==> src/common/scg_defines.svh <==
// offsets, field positions, reset values and masks of the clock gating block
`ifndef SCG_DEFINES_SVH
`define SCG_DEFINES_SVH
`define SCG_BASE_ADDR        32'h400fe000
`define SCG_RUN_OFFSET       12'h104
`define SCG_SLEEP_OFFSET     12'h114
`define SCG_DEEP_OFFSET      12'h124
`define SCG_MODE_OFFSET      12'h060
`define SCG_INT_STAT_OFFSET  12'h200
`define SCG_INT_MASK_OFFSET  12'h204
`define SCG_FAULT_OFFSET     12'h208
`define SCG_GATE_RESET       32'h00000000
`define SCG_GATE_MASK        32'h030f5037
`define SCG_AUTO_GATE_BIT    27
`define SCG_MODE_MASK        32'h08000000
`define SCG_BIT_COMPARATOR_ONE_GATE        25
`define SCG_BIT_COMPARATOR_ZERO_GATE        24
`define SCG_BIT_TIMER_HI     19
`define SCG_BIT_TIMER_LO     16
`define SCG_BIT_TW1          14
`define SCG_BIT_TW0          12
`define SCG_BIT_SS1          5
`define SCG_BIT_SS0          4
`define SCG_BIT_AP2          2
`define SCG_BIT_AP1          1
`define SCG_BIT_AP0          0
`define SCG_IRQ_FAULT_BIT    0
`define SCG_IRQ_MASK         32'h00000001
`define SCG_NUM_UNITS        32
`endif

==> src/common/scg_pkg.sv <==
// types of the clock gating block
package scg_pkg;
  typedef enum logic [2:0] {
    SCG_PWR_RUN   = 3'b001,
    SCG_PWR_SLEEP = 3'b010,
    SCG_PWR_DEEP  = 3'b100
  } scg_pwr_mode_t;
  typedef enum logic [2:0] {
    SCG_BUS_IDLE  = 3'b001,
    SCG_BUS_RESP  = 3'b010,
    SCG_BUS_DONE  = 3'b100
  } scg_bus_state_t;
endpackage : scg_pkg

==> src/verilog/scg_clock_gate.sv <==
// sleep mode clock gating control with run and deep sleep companions
// Operation
// RULE_01 - in sleep, each gating bit enables or disables its peripheral clock
// RULE_02 - access to a gated-off peripheral answers with a bus fault
// RULE_03 - all gating bits reset to zero, everything unclocked
// RULE_04 - sleep gating register decodes at offset 0x114 of the control region
// RULE_05 - run, sleep and deep sleep gating registers share one layout
// RULE_06 - sleep and deep sleep sets apply only with automatic gating selected
// RULE_07 - bits 25 and 24 gate comparators one and zero
// RULE_08 - bits 19 to 16 gate general purpose timers three to zero
// RULE_09 - bits 14 and 12 gate two-wire modules one and zero
// RULE_10 - bits 5 and 4 gate synchronous serial modules one and zero
// RULE_11 - bits 2, 1, 0 gate asynchronous ports two, one, zero
// RULE_12 - software keeps reserved bits on read-modify-write
// RULE_13 - software enables every unit it needs clocked in sleep
// RULE_14 - reserved bits read zero and ignore writes
`timescale 1ns/1ps
`include "scg_defines.svh"
module scg_clock_gate
  import scg_pkg::*;
#(
  parameter int UNITS = `SCG_NUM_UNITS
) (
  // clock and reset
  input  wire logic             clk_sys_i,
  input  wire logic             sys_rst_i,
  // avalon-mm slave
  input  wire logic [11:0]      avs_address_i,
  input  wire logic             avs_read_i,
  input  wire logic             avs_write_i,
  input  wire logic [31:0]      avs_writedata_i,
  input  wire logic [3:0]       avs_byteenable_i,
  output logic      [31:0]      avs_readdata_o,
  output logic                  avs_waitrequest_o,
  output logic      [1:0]       avs_response_o,
  // power mode from the system
  input  wire logic             sleep_req_i,
  input  wire logic             deep_sleep_req_i,
  // peripheral access monitor
  input  wire logic             periph_access_i,
  input  wire logic [4:0]       periph_unit_i,
  output logic                  periph_fault_o,
  // gated clock enables
  output logic      [UNITS-1:0] unit_clk_en_o,
  // named enables
  output logic                  comparator_one_gate_o,
  output logic                  comparator_zero_gate_o,
  output logic      [3:0]       gp_counter_gate_o,
  output logic                  two_wire_one_gate_o,
  output logic                  two_wire_zero_gate_o,
  output logic                  sync_serial_one_gate_o,
  output logic                  sync_serial_zero_gate_o,
  output logic      [2:0]       async_port_gate_o,
  // interrupt
  output logic                  irq_o
);

  ////////////////////////////////////////////////////////////////////////////
  logic [31:0]    run_clock_gate_ctrl1;
  logic [31:0]    sleep_clock_gate_ctrl1;
  logic [31:0]    deep_sleep_clock_gate_ctrl1;
  logic [31:0]    run_mode_clock_config_ff;
  logic [31:0]    int_stat_ff;
  logic [31:0]    int_mask_ff;
  logic [4:0]     fault_unit_ff;
  logic [31:0]    avs_readdata_ff;
  logic           avs_waitrequest_ff;
  logic [1:0]     avs_response_ff;
  logic           periph_fault_ff;
  logic [UNITS-1:0] unit_clk_en_ff;
  logic           irq_ff;
  scg_bus_state_t bus_state_ff;
  scg_pwr_mode_t  pwr_mode;
  logic [31:0]    be_mask;
  logic [31:0]    wr_merged;
  logic           bus_req;
  logic           wr_take;
  logic           wr_run;
  logic           wr_sleep;
  logic           wr_deep;
  logic [31:0]    nxt_readdata;
  logic [1:0]     nxt_response;
  logic [31:0]    active_gate;
  logic           auto_gating_select;
  logic           fault_evt;

  ////////////////////////////////////////////////////////////////////////////
  assign be_mask = {{8{avs_byteenable_i[3]}}, {8{avs_byteenable_i[2]}},
                    {8{avs_byteenable_i[1]}}, {8{avs_byteenable_i[0]}}};
  assign bus_req = (avs_read_i | avs_write_i) & (bus_state_ff == SCG_BUS_IDLE);
  assign wr_take = avs_write_i & (bus_state_ff == SCG_BUS_IDLE);
  assign wr_run   = wr_take & (avs_address_i == `SCG_RUN_OFFSET);
  assign wr_sleep = wr_take & (avs_address_i == `SCG_SLEEP_OFFSET); // RULE_04
  assign wr_deep  = wr_take & (avs_address_i == `SCG_DEEP_OFFSET);

  // three registers of one layout, byte lanes merged with the old value
  always_comb begin
    wr_merged = (avs_writedata_i & be_mask);
    if (avs_address_i == `SCG_RUN_OFFSET) begin
      wr_merged = wr_merged | (run_clock_gate_ctrl1 & ~be_mask);
    end else if (avs_address_i == `SCG_SLEEP_OFFSET) begin
      wr_merged = wr_merged | (sleep_clock_gate_ctrl1 & ~be_mask);
    end else begin
      wr_merged = wr_merged | (deep_sleep_clock_gate_ctrl1 & ~be_mask);
    end
  end

  scg_gate_reg #(.WIDTH(32), .MASK(`SCG_GATE_MASK)) u_run_gate (  // RULE_05
    .clk_sys_i (clk_sys_i),
    .sys_rst_i (sys_rst_i),
    .wr_en_i   (wr_run),
    .wr_data_i (wr_merged),
    .value_o   (run_clock_gate_ctrl1)
  );

  scg_gate_reg #(.WIDTH(32), .MASK(`SCG_GATE_MASK)) u_sleep_gate (
    .clk_sys_i (clk_sys_i),
    .sys_rst_i (sys_rst_i),
    .wr_en_i   (wr_sleep),
    .wr_data_i (wr_merged),
    .value_o   (sleep_clock_gate_ctrl1)
  );

  scg_gate_reg #(.WIDTH(32), .MASK(`SCG_GATE_MASK)) u_deep_gate (
    .clk_sys_i (clk_sys_i),
    .sys_rst_i (sys_rst_i),
    .wr_en_i   (wr_deep),
    .wr_data_i (wr_merged),
    .value_o   (deep_sleep_clock_gate_ctrl1)
  );

  ////////////////////////////////////////////////////////////////////////////
  // mode and interrupt registers
  always_ff @(posedge clk_sys_i) begin
    if (sys_rst_i) begin
      run_mode_clock_config_ff <= 32'h00000000;
    end else if (wr_take && avs_address_i == `SCG_MODE_OFFSET) begin
      run_mode_clock_config_ff <= (avs_writedata_i & be_mask & `SCG_MODE_MASK) |
                                  (run_mode_clock_config_ff & ~be_mask);
    end
  end

  always_ff @(posedge clk_sys_i) begin
    if (sys_rst_i) begin
      int_mask_ff <= 32'h00000000;
    end else if (wr_take && avs_address_i == `SCG_INT_MASK_OFFSET) begin
      int_mask_ff <= (avs_writedata_i & be_mask & `SCG_IRQ_MASK) | (int_mask_ff & ~be_mask);
    end
  end

  // set wins over a write-one clear in the same cycle
  always_ff @(posedge clk_sys_i) begin
    if (sys_rst_i) begin
      int_stat_ff <= 32'h00000000;
    end else begin
      int_stat_ff <= ((int_stat_ff & ~((wr_take && avs_address_i == `SCG_INT_STAT_OFFSET) ?
                       (avs_writedata_i & be_mask) : 32'h00000000)) |
                      {31'h00000000, fault_evt}) & `SCG_IRQ_MASK;
    end
  end

  always_ff @(posedge clk_sys_i) begin
    if (sys_rst_i) begin
      irq_ff <= 1'b0;
    end else begin
      irq_ff <= |(int_stat_ff & int_mask_ff);
    end
  end

  ////////////////////////////////////////////////////////////////////////////
  // power mode selection and gating
  assign auto_gating_select = run_mode_clock_config_ff[`SCG_AUTO_GATE_BIT];

  always_comb begin
    if (deep_sleep_req_i) begin
      pwr_mode = SCG_PWR_DEEP;
    end else if (sleep_req_i) begin
      pwr_mode = SCG_PWR_SLEEP;
    end else begin
      pwr_mode = SCG_PWR_RUN;
    end
  end

  always_comb begin
    active_gate = run_clock_gate_ctrl1;
    case (pwr_mode)
      SCG_PWR_SLEEP: begin
        if (auto_gating_select) begin // RULE_06
          active_gate = sleep_clock_gate_ctrl1; // RULE_01
        end
      end
      SCG_PWR_DEEP: begin
        if (auto_gating_select) begin // RULE_06
          active_gate = deep_sleep_clock_gate_ctrl1;
        end
      end
      default: begin
        active_gate = run_clock_gate_ctrl1;
      end
    endcase
  end

  always_ff @(posedge clk_sys_i) begin
    if (sys_rst_i) begin
      unit_clk_en_ff <= '0;
    end else begin
      unit_clk_en_ff <= active_gate[UNITS-1:0]; // RULE_01
    end
  end

  assign unit_clk_en_o          = unit_clk_en_ff;
  assign comparator_one_gate_o  = unit_clk_en_ff[`SCG_BIT_COMPARATOR_ONE_GATE];  // RULE_07
  assign comparator_zero_gate_o = unit_clk_en_ff[`SCG_BIT_COMPARATOR_ZERO_GATE];  // RULE_07
  assign gp_counter_gate_o      = unit_clk_en_ff[`SCG_BIT_TIMER_HI:`SCG_BIT_TIMER_LO]; // RULE_08
  assign two_wire_one_gate_o    = unit_clk_en_ff[`SCG_BIT_TW1];    // RULE_09
  assign two_wire_zero_gate_o   = unit_clk_en_ff[`SCG_BIT_TW0];    // RULE_09
  assign sync_serial_one_gate_o = unit_clk_en_ff[`SCG_BIT_SS1];    // RULE_10
  assign sync_serial_zero_gate_o = unit_clk_en_ff[`SCG_BIT_SS0];   // RULE_10
  assign async_port_gate_o      = unit_clk_en_ff[`SCG_BIT_AP2:`SCG_BIT_AP0]; // RULE_11

  ////////////////////////////////////////////////////////////////////////////
  // fault on access to an unclocked unit
  // judged against the enable the unit actually sees this cycle
  assign fault_evt = periph_access_i & ~unit_clk_en_ff[periph_unit_i]; // RULE_02

  always_ff @(posedge clk_sys_i) begin
    if (sys_rst_i) begin
      periph_fault_ff <= 1'b0;
    end else begin
      periph_fault_ff <= fault_evt; // RULE_02
    end
  end

  always_ff @(posedge clk_sys_i) begin
    if (sys_rst_i) begin
      fault_unit_ff <= 5'h00;
    end else if (fault_evt) begin
      fault_unit_ff <= periph_unit_i;
    end
  end

  assign periph_fault_o = periph_fault_ff;
  assign irq_o          = irq_ff;

  ////////////////////////////////////////////////////////////////////////////
  // avalon read decode
  always_comb begin
    nxt_response = 2'b00;
    if (avs_address_i == `SCG_RUN_OFFSET) begin
      nxt_readdata = run_clock_gate_ctrl1;
    end else if (avs_address_i == `SCG_SLEEP_OFFSET) begin
      nxt_readdata = sleep_clock_gate_ctrl1; // RULE_14
    end else if (avs_address_i == `SCG_DEEP_OFFSET) begin
      nxt_readdata = deep_sleep_clock_gate_ctrl1;
    end else if (avs_address_i == `SCG_MODE_OFFSET) begin
      nxt_readdata = run_mode_clock_config_ff;
    end else if (avs_address_i == `SCG_INT_STAT_OFFSET) begin
      nxt_readdata = int_stat_ff;
    end else if (avs_address_i == `SCG_INT_MASK_OFFSET) begin
      nxt_readdata = int_mask_ff;
    end else if (avs_address_i == `SCG_FAULT_OFFSET) begin
      nxt_readdata = {27'h0000000, fault_unit_ff};
    end else begin
      nxt_readdata = 32'h00000000;
      nxt_response = 2'b11;
    end
  end

  // one wait cycle, then completion with waitrequest low
  always_ff @(posedge clk_sys_i) begin
    if (sys_rst_i) begin
      bus_state_ff       <= SCG_BUS_IDLE;
      avs_waitrequest_ff <= 1'b1;
      avs_readdata_ff    <= 32'h00000000;
      avs_response_ff    <= 2'b00;
    end else begin
      case (bus_state_ff)
        SCG_BUS_IDLE: begin
          if (bus_req) begin
            bus_state_ff       <= SCG_BUS_RESP;
            avs_waitrequest_ff <= 1'b0;
            avs_readdata_ff    <= avs_read_i ? nxt_readdata : 32'h00000000;
            avs_response_ff    <= nxt_response;
          end
        end
        SCG_BUS_RESP: begin
          bus_state_ff       <= SCG_BUS_DONE;
          avs_waitrequest_ff <= 1'b1;
        end
        SCG_BUS_DONE: begin
          bus_state_ff <= SCG_BUS_IDLE;
        end
        default: begin
          bus_state_ff       <= SCG_BUS_IDLE;
          avs_waitrequest_ff <= 1'b1;
        end
      endcase
    end
  end

  assign avs_readdata_o    = avs_readdata_ff;
  assign avs_waitrequest_o = avs_waitrequest_ff;
  assign avs_response_o    = avs_response_ff;
endmodule : scg_clock_gate

==> src/verilog/scg_gate_reg.sv <==
// one gating register with fixed reserved bits
`timescale 1ns/1ps
`include "scg_defines.svh"
module scg_gate_reg #(
  parameter int          WIDTH = 32,
  parameter logic [31:0] MASK  = `SCG_GATE_MASK
) (
  // clock and reset
  input  wire logic             clk_sys_i,
  input  wire logic             sys_rst_i,
  // write port
  input  wire logic             wr_en_i,
  input  wire logic [WIDTH-1:0] wr_data_i,
  // stored value
  output logic      [WIDTH-1:0] value_o
);
  logic [WIDTH-1:0] value_ff;

  always_ff @(posedge clk_sys_i) begin
    if (sys_rst_i) begin
      value_ff <= `SCG_GATE_RESET; // RULE_03
    end else if (wr_en_i) begin
      value_ff <= wr_data_i & MASK[WIDTH-1:0]; // RULE_14
    end
  end

  assign value_o = value_ff;
endmodule : scg_gate_reg
==> config.mk <==
export PLATFORM = sky130hd
export DESIGN_NAME = scg_clock_gate
export DESIGN_NICKNAME = d
export VERILOG_FILES = /design/src/common/scg_pkg.sv /design/src/verilog/scg_clock_gate.sv /design/src/verilog/scg_gate_reg.sv
export VERILOG_INCLUDE_DIRS = /design/src /design/src/common
export SDC_FILE = /design/constraint.sdc
export NUM_CORES = 1
export LEC_CHECK = 0
export BUFFER_PORTS_ARGS = -buffer_cell sky130_fd_sc_hd__buf_2
export CELL_PAD_IN_SITES_DETAIL_PLACEMENT = 1
export CELL_PAD_IN_SITES_GLOBAL_PLACEMENT = 1
export CORE_MARGIN = 4
export CORE_UTILIZATION = 30
export DETAILED_ROUTE_END_ITERATION = 10
export PLACE_DENSITY = 0.6
export SYNTH_ARGS = -nofsm -noshare
export SYNTH_HDL_FRONTEND = slang
export SYNTH_HIERARCHICAL = 1
export SYNTH_SLANG_ARGS = --single-unit
==> constraint.sdc <==
create_clock -name clk_sys_i -period 2.2 [get_ports clk_sys_i]
set_input_delay 0 -clock clk_sys_i [delete_from_list [all_inputs] [get_ports clk_sys_i]]
set_output_delay 0 -clock clk_sys_i [all_outputs]
set_load 0.05 [all_outputs]
==> out/results.txt, run 1 <==
status: finished, final reports clean
worst setup margin: 42.9 ps
pre-CTS setup slack: 100 ps
max_cap viols: 0
dpl cell area: 0.00956 mm²
total track usage: 18.7%
Core Region: 0.0288 mm²
initial core utilization: 30.5%
detailed placement HPWL: 20.1 mm
Syn Area/Cell: 8.89 µm²
Mapped Area: 0.00879 mm²
total wire length: 30.1 mm
width of the chip: 179 µm
clock root buffer: clkbuf_16
Critical Path RT: 2550 ps
Sw Pwr: 1.90 mW
Std-Cell Rows: 62
initial drt markers: 348
I/O pins: 142
slew of the pin with the lowest slew margin: 789 ps
Slew headroom: 47.1%
synthesized instance count: 989
largest net degree at the start of global routing: 63
nets@finish: 1141
post-placement cell count: 1437
VDD IR max: 0.503 mV
Post-CTS Setup Bufs: 0
Reg-to-Reg End: fault_unit_ff[4]
Sw Share: 26.2%
vias in the first global route: 7588
post-DR wirelength/cell: 20.4 µm
total CTS buffers: 17
Seq pwr share: 45.8%
clock tree sinks: 180
GR Overflow Total: 0
clock latency on the worst-skew pair: 430 ps
height of the die: 179 µm
H-tree levels: 4
Crit Path Class: flop to flop
fin cells: 1478
final count of hold timing violations: 0
Port Buf Inserts: 123
FF-to-FF setup slack: 40 ps
layout cells sized above 1: 20.7%
clk buf depth: 2
CTS tree: yes
GP Congestion: 0.795
via count: 7422
Pleak: 3.87 nW
Achievable Freq: 464 MHz
Hold Path Origin: avs_write_i
worst r2r src: unit_clk_en_o[21]
final instance area: 0.0103 mm²
CTS clock-pin slew for the worst setup and hold paths: 70 ps
Clk network pwr share: 44.0%
fillers: 3401
remaining antenna violation count: 0
Final Max Tran Viols: 0
Final Setup Violations: 0
Hold Path Stages: 4
Worst Skew: 11.5 ps
first-pass GRT wire length: 45.8 mm
period utilization: 98.0%
Worst Setup End Kind: flop
post-DR vias/cell: 5.02
crit path time final: 2160 ps
full die area: 0.0321 mm²
power density over the cells: 705 mW/mm²
DRC viols: 0
worst r2r path cells: 6
Inserted Diodes: 0
cell internal pwr: 5.35 mW
Synthesis Warnings: 6
Max FO, Critical Path: 3
area delta synth->final: 16.8%
power share of the combinational group: 10.1%
initial antenna violation count: 0
startpoint types: flop
CP Data Arrival Time: 2510 ps
Final TNS setup: 0 ps
total iterations of the first detailed-routing run: 5
Worst Hold Class: input pin to flop
Hold EP: bus_state_ff[0]
RSZ-0062 raised after global routing: no
power by group through the flow:
| stage | sequential, mW | clock [mW] | combinational, mW |
|---|---|---|---|
| 3_5_place_dp | 3.40 | 0 | 0.711 |
| 5_1_grt | 3.33 | 3.39 | 0.797 |
| 6_report | 3.32 | 3.19 | 0.734 |
| 4_1_cts | 3.32 | 3.25 | 0.728 |
| 2_1_floorplan | 3.48 | 0 | 0.431 |
| 3_3_place_gp | 3.40 | 0 | 0.705 |
metrics by stage:
stage	hold WS (ps)	utilization (%)	total power [mW]
after floorplan	72.4	-	3.91
after global placement	284	33.2	4.10
after detailed placement	294	33.2	4.11
after CTS	2.59	35.6	7.30
after global routing	44.8	35.7	7.52
final	24.2	35.7	7.25
flip-flops by register name, indices dropped and copies added, names as in the netlist, named ones only:
signal                    cells
u_deep_gate/value_o          13
u_sleep_gate/value_o         13
bus_state_ff                  3
avs_readdata_o               32
unit_clk_en_o                32
u_run_gate/value_o           13
int_mask_ff                  31
int_stat_ff                   1
avs_response_o                1
avs_waitrequest_o             1
irq_o                         1
run_mode_clock_config_ff     31
periph_fault_o                1
fault_unit_ff                 5
cells in the final DEF (no fill, tap or decap), types with 8 or more instances in the layout:
cell type,instances
a211oi_1,32
a22o_1,35
a31oi_1,36
and2_1,63
buf_12,9
buf_2,122
buf_4,27
clkbuf_16,17
conb_1,57
dfxtp_1,177
dlygate4sd3_1,9
mux2i_1,76
mux4_2,8
nand2_1,84
nand2b_1,42
nand3_1,35
nor2_1,97
o21ai_0,22
o21ai_1,12
o22ai_1,32
o31ai_1,13
what timing repair did:
| action | in CTS | in global routing |
|---|---|---|
| setup endpoints to repair | 0 | 14 |
| hold endpoints to repair | 13 | 0 |
| resized for setup | 0 | 7 |
| hold buffers | 9 | 0 |
cell type report:
| cell class | instances | area (µm²) | share of cell area (%) |
|---|---|---|---|
| tap | 384 | 480 | 4.68 |
| inverter | 3 | 11.3 | 0.110 |
| timing repair buffer | 167 | 1080 | 10.5 |
| multi-input combinational | 712 | 4490 | 43.7 |
| clock inverter | 12 | 154 | 1.50 |
| clock buffer | 20 | 447 | 4.35 |
| sequential | 180 | 3610 | 35.1 |
worst max-delay path by stage:
stage	to	depth (start not counted)	startpoint	slack, ps
6_report	fault_unit_ff[4]	6	unit_clk_en_o[21]	40
5_1_grt	fault_unit_ff[4]	6	unit_clk_en_o[21]	7
4_1_cts	fault_unit_ff[4]	6	unit_clk_en_o[18]	40
3_5_place_dp	u_run_gate/value_o[16]	9	avs_address_i[4]	100
3_3_place_gp	u_run_gate/value_o[12]	9	avs_address_i[4]	170
2_1_floorplan	u_sleep_gate/value_o[1]	9	bus_state_ff[0]	260
critical path, cell delays in order, from the launching register on:
cell and delay, ps:
dfxtp_1 350, mux4_2 520, a22oi_2 220, and3_4 220
a31oi_1 80, dlygate4sd3_1 580, nor3_2 120
per-layer routing:
| metal | wire [µm] | global-route usage, % | up-vias |
|---|---|---|---|
| li1 | - | - | 3538 |
| met1 | 14800 | 26.5 | 3701 |
| met2 | 13700 | 29.8 | 155 |
| met3 | 1070 | 2.59 | 28 |
| met4 | 580 | 5.59 | 0 |
| met5 | 0 | 0 | - |
No activity file was read; power rests on OpenSTA's default activity.
==> run 2: changes to the inputs <==
ABC_AREA = 1   (was unset)
PLACE_DENSITY = unset   (was 0.6)
PLACE_DENSITY_LB_ADDON = 0.1   (was unset)
==> run 2 against run 1 <==
Maximum frequency grew 7.1%. Utilization shrank 0.74 points. Clock-buffer cell count is 1 higher. Global-route usage rose by 2.3 points. Register-to-register slack better by 140 ps. Combinational power up 39%. Non-clock buffer count rose by 15. Area after synthesis rose by 13%. Final cell count increased by 38%. Final area rose by 11%. Clock skew about the same. Critical path type unchanged. Critical endpoint is now int_mask_ff[23].
==> out/results.txt, run 2 <==
period utilization: 91.5% (was 98.0%)
Inserted Diodes: 0 (unchanged)
I/O pins: 142 (unchanged)
width of the chip: 190 µm (was 179 µm)
final hold slack: 18.7 ps (was 24.2 ps)
Worst Skew: 11.5 ps (about the same)
initial antenna violation count: 1 (was 0)
post-placement cell count: 1996 (was 1437)
max_cap viols: 0 (unchanged)
Final Setup Violations: 0 (unchanged)
Worst path max stage delay: 350 ps (was 580 ps)
full die area: 0.0361 mm² (was 0.0321 mm²)
remaining antenna violation count: 0 (unchanged)
fin cells: 2042 (was 1478)
Pleak: 5.66 nW (was 3.87 nW)
H-tree levels: 4 (unchanged)
Max FO, Critical Path: 8 (was 3)
DRC viols: 0 (unchanged)
clk buf depth: 2 (unchanged)
Post-CTS Resized: 0 (unchanged)
clock tree sinks: 180 (unchanged)
height of the die: 190 µm (was 179 µm)
worst path buffer plus inverter count: 3 (was 1)
pre-CTS setup slack: 140 ps (was 100 ps)
Achievable Freq: 497 MHz (was 464 MHz)
slew of the pin with the lowest slew margin: 962 ps (was 789 ps)
critical path's top delay family: simple AND/OR/NAND/NOR gates (was buffers and inverters)
GP Congestion: 0.840 (was 0.795)
largest net degree at the start of global routing: 45 (was 63)
Core Region: 0.0326 mm² (was 0.0288 mm²)
total iterations of the first detailed-routing run: 5 (unchanged)
Worst Hold Class: input pin to flop (unchanged)
Slowest-stage cell, CP: nor2_2 (was dlygate4sd3_1)
Crit Path Class: flop to flop (unchanged)
worst setup margin: 186 ps (was 42.9 ps)
post-DR vias/cell: 4.80 (was 5.02)
Final TNS setup: 0 ps (unchanged)
VDD IR max: 0.541 mV (was 0.503 mV)
startpoint types: flop (unchanged)
CTS clock-pin slew for the worst setup and hold paths: 70 ps (about the same)
total wire length: 37.8 mm (was 30.1 mm)
Std-Cell Rows: 66 (was 62)
sequence of cells on the critical path: nor3_4 > inv_2 > nor2_1 > inv_2 > nor2_2 > nand2_1 > nand3_1 > inv_1 (was mux4_2 > a22oi_2 > and3_4 > a31oi_1 > dlygate4sd3_1 > nor3_2)
most frequent cells in the layout: nand2_1 (328), nand3_1 (220), inv_1 (197), dfxtp_1 (180), buf_2 (123) (was dfxtp_1 (177), buf_2 (122), nor2_1 (97), nand2_1 (84), mux2i_1 (76))
crit path time final: 2010 ps (was 2160 ps)
Worst Setup End Kind: flop (unchanged)
CTS tree: yes (unchanged)
Worst path most repeated cell: inv_2
RSZ-0062 raised after global routing: no (unchanged)
final count of hold timing violations: 0 (unchanged)
Mapped Area: 0.00995 mm² (was 0.00879 mm²)
total CTS buffers: 17 (unchanged)
clock latency on the worst-skew pair: 450 ps (was 430 ps)
CP Data Arrival Time: 2350 ps (was 2510 ps)
vias in the first global route: 9775 (was 7588)
most common cell after layout, fill and taps aside: nand2_1 (was dfxtp_1)
Post-CTS Setup Bufs: 0 (unchanged)
initial core utilization: 30.5% (about the same)
Critical Path RT: 2540 ps (was 2550 ps)
Slew headroom: 35.8% (was 47.1%)
status: finished, final reports clean (unchanged)
clock root buffer: clkbuf_16 (unchanged)
nets@finish: 1648 (was 1141)
power density over the cells: 642 mW/mm² (was 705 mW/mm²)
first-pass GRT wire length: 58.4 mm (was 45.8 mm)
initial drt markers: 533 (was 348)
synthesized instance count: 1496 (was 989)
GR Overflow Total: 0 (unchanged)
area delta synth->final: 14.6% (was 16.8%)
detailed placement HPWL: 26.8 mm (was 20.1 mm)
Port Buf Inserts: 123 (unchanged)
layout cells sized above 1: 14.8% (was 20.7%)
Synthesis Warnings: 6 (unchanged)
Syn Area/Cell: 6.65 µm² (was 8.89 µm²)
hold_buf cts: 15 (was 9)
via count: 9808 (was 7422)
total track usage: 21.0% (was 18.7%)
Final Max Tran Viols: 0 (unchanged)
post-DR wirelength/cell: 18.5 µm (was 20.4 µm)
## run 2: area by class of cell
cell class	instances	area, µm²
clock inverter	10	73.8
multi-input combinational	996	4750
fill	4229	21200
tap	442	553
timing repair buffer	182	1150
inverter	211	795
clock buffer	21	480
sequential	180	3600
## run 2: layer usage
layer	part of all wire, %	up-vias	wire length, µm	global-route usage [%]
met3	3.6	22	1360	3.21
li1	-	4840	-	-
met2	46	171	17500	34.8
met1	49	4775	18500	29.0
met4	1.2	0	472	4.95
met5	0	-	0	0
## run 2: through the flow
stage	area, µm²	utilization (%)	total power [mW]
after floorplan	10100	-	4.11
after CTS	11400	34.9	7.42
after global routing	11400	34.9	7.65
final	11400	34.9	7.31
after global placement	10700	32.8	4.40
after detailed placement	10700	32.8	4.40
## run 2: path summary, 6_finish.rpt
| kind | start | endpoint | slack [ps] | cells after the start |
|---|---|---|---|---|
| worst min-delay path | avs_writedata_i[18] | u_run_gate/value_o[18] | 20 | 7 |
| worst max-delay path | bus_state_ff[1] | int_mask_ff[23] | 190 | 8 |
| worst min register to register | run_mode_clock_config_ff[0] | run_mode_clock_config_ff[0] | 460 | 2 |
| worst max register to register | bus_state_ff[1] | int_mask_ff[23] | 190 | 8 |
## run 2: power breakdown
group	switching (mW)	internal, mW	total (mW)
clock network	1.40	1.56	2.96
registers	0.0295	3.30	3.33
logic	0.731	0.287	1.02
total	2.16	5.15	7.31
## run 2: worst reg2reg max path: stages (launching register included)
cell,delay [ps]
dfxtp_1,340
nor3_4,250
inv_2,70
nor2_1,190
inv_2,140
nor2_2,350
nand2_1,350
nand3_1,160
inv_1,50
==> run 3: changes to the inputs <==
ABC_AREA = unset   (was 1)
==> run 3 against run 2 <==
Final cell count shrank 27%. Sequential power about the same. Flip-flop and latch count unchanged. Hold slack worse by 14 ps. Setup slack worse by 120 ps. Clock-buffer cell count up 1. Utilization increased by 0.57 points.
==> out/results.txt, run 3 (synthesis gave the netlist of run 1 again) <==
Max FO, Critical Path: 3 (was 8)
Seq pwr share: 47.9% (was 45.6%)
crit path time final: 2130 ps (was 2010 ps)
Std-Cell Rows: 62 (was 66)
final instance area: 0.0102 mm² (was 0.0114 mm²)
via count: 7389 (was 9808)
CTS clock-pin slew for the worst setup and hold paths: 70 ps (about the same)
fin cells: 1483 (was 2042)
Worst Hold Class: input pin to flop (unchanged)
total CTS buffers: 17 (unchanged)
I/O pins: 142 (unchanged)
most common cell after layout, fill and taps aside: dfxtp_1 (was nand2_1)
VDD IR max: 0.518 mV (was 0.541 mV)
Final Setup Violations: 0 (unchanged)
max_cap viols: 0 (unchanged)
full die area: 0.0321 mm² (was 0.0361 mm²)
status: finished, final reports clean (unchanged)
slew of the pin with the lowest slew margin: 721 ps (was 962 ps)
clock latency on the worst-skew pair: 430 ps (was 450 ps)
cell internal pwr: 5.05 mW (was 5.15 mW)
power share of the combinational group: 10.6% (was 13.9%)
initial antenna violation count: 0 (was 1)
dpl cell area: 0.00956 mm² (was 0.0107 mm²)
total iterations of the first detailed-routing run: 4 (was 5)
clock tree sinks: 180 (unchanged)
initial drt markers: 471 (was 533)
RSZ-0062 raised after global routing: no (unchanged)
Worst Skew: 15.1 ps (was 11.5 ps)
height of the die: 179 µm (was 190 µm)
Post-CTS Setup Bufs: 0 (unchanged)
CTS tree: yes (unchanged)
Critical Path RT: 2550 ps (was 2540 ps)
first-pass GRT wire length: 47.4 mm (was 58.4 mm)
post-placement cell count: 1440 (was 1996)
most frequent cells in the layout: dfxtp_1 (179), buf_2 (122), nor2_1 (97), nand2_1 (84), mux2i_1 (76) (was nand2_1 (328), nand3_1 (220), inv_1 (197), dfxtp_1 (180), buf_2 (123))
Sw Pwr: 1.88 mW (was 2.16 mW)
Pleak: 3.86 nW (was 5.66 nW)
Core Region: 0.0288 mm² (was 0.0326 mm²)
remaining antenna violation count: 0 (unchanged)
H-tree levels: 4 (unchanged)
Worst Setup End Kind: flop (unchanged)
nets@finish: 1147 (was 1648)
fillers: 3402 (was 4229)
Slew headroom: 51.7% (was 35.8%)
Achievable Freq: 469 MHz (was 497 MHz)
GR Overflow Total: 0 (unchanged)
Sw Share: 27.2% (was 29.5%)
Final Max Tran Viols: 0 (unchanged)
initial core utilization: 30.5% (about the same)
period utilization: 96.9% (was 91.5%)
DRC viols: 0 (unchanged)
width of the chip: 179 µm (was 190 µm)
final count of hold timing violations: 0 (unchanged)
clock root buffer: clkbuf_16 (unchanged)
vias in the first global route: 7525 (was 9775)
total wire length: 30.8 mm (was 37.8 mm)
Clk network pwr share: 41.4% (was 40.5%)
largest net degree at the start of global routing: 45 (unchanged)
Crit Path Class: flop to flop (unchanged)
clk buf depth: 2 (unchanged)
Inserted Diodes: 0 (unchanged)
GP Congestion: 0.765 (was 0.840)
layout cells sized above 1: 20.2% (was 14.8%)
post-DR wirelength/cell: 20.8 µm (was 18.5 µm)
power density over the cells: 678 mW/mm² (was 642 mW/mm²)
detailed placement HPWL: 20.6 mm (was 26.8 mm)
CP Data Arrival Time: 2490 ps (was 2350 ps)
startpoint types: flop (unchanged)
Final TNS setup: 0 ps (unchanged)
total track usage: 19.6% (was 21.0%)
area delta synth->final: 16.2% (was 14.6%)
Port Buf Inserts: 123 (unchanged)
post-DR vias/cell: 4.98 (was 4.80)
## run 3: worst max-delay path, stage by stage (launching register included)
cell	delay (ps)
dfxtp_1	410
mux4_2	480
a22oi_1	200
and3_4	220
a31oi_1	70
dlygate4sd3_1	560
nor3_1	110
## run 3: timing repair
action | 4_1_cts | 5_1_grt
endpoints found under the hold margin | 14 | 0
hold buffers | 12 | 0
resized for setup | 0 | 2
setup endpoints to repair | 0 | 1
## run 3: path summary, 6_finish.rpt
check	end	cells after the start	startpoint	slack (ps)
min	bus_state_ff[1]	3	avs_read_i	4
max	fault_unit_ff[4]	6	unit_clk_en_o[17]	70
max reg2reg	fault_unit_ff[4]	6	unit_clk_en_o[17]	70
min reg2reg	int_mask_ff[28]	1	int_mask_ff[28]	460
## run 3: routing by layer
metal	GRT usage (%)	routed length (µm)
met1	28.8	15800
met2	30.7	13800
met3	2.64	865
met4	4.19	340
met5	0	0
## run 3: power groups by stage
stage	registers (mW)	logic [mW]	clock network, mW
floorplan	3.48	0.431	0
global placement	3.40	0.715	0
detailed placement	3.40	0.716	0
CTS	3.32	0.737	2.96
global route	3.33	0.804	3.11
finish	3.32	0.738	2.87
## run 3: metrics by stage
| step | worst slack (ps) | utilization (%) | total power [mW] | hold WS, ps |
|---|---|---|---|---|
| after CTS | 45.1 | 35.5 | 7.03 | 3.85 |
| after global placement | 235 | 33.2 | 4.11 | 282 |
| after floorplan | 255 | - | 3.91 | 72.4 |
| final | 68.7 | 35.5 | 6.93 | 4.47 |
| after detailed placement | 219 | 33.2 | 4.12 | 283 |
| after global routing | 8.69 | 35.5 | 7.24 | 12.9 |
## run 3: cell type report
type	instances	area (µm²)	area share [%]
inverter	3	11.3	0.110
tap	384	480	4.70
clock inverter	9	71.3	0.698
multi-input combinational	712	4480	43.8
sequential	180	3600	35.3
timing repair buffer	173	1110	10.9
clock buffer	22	464	4.54
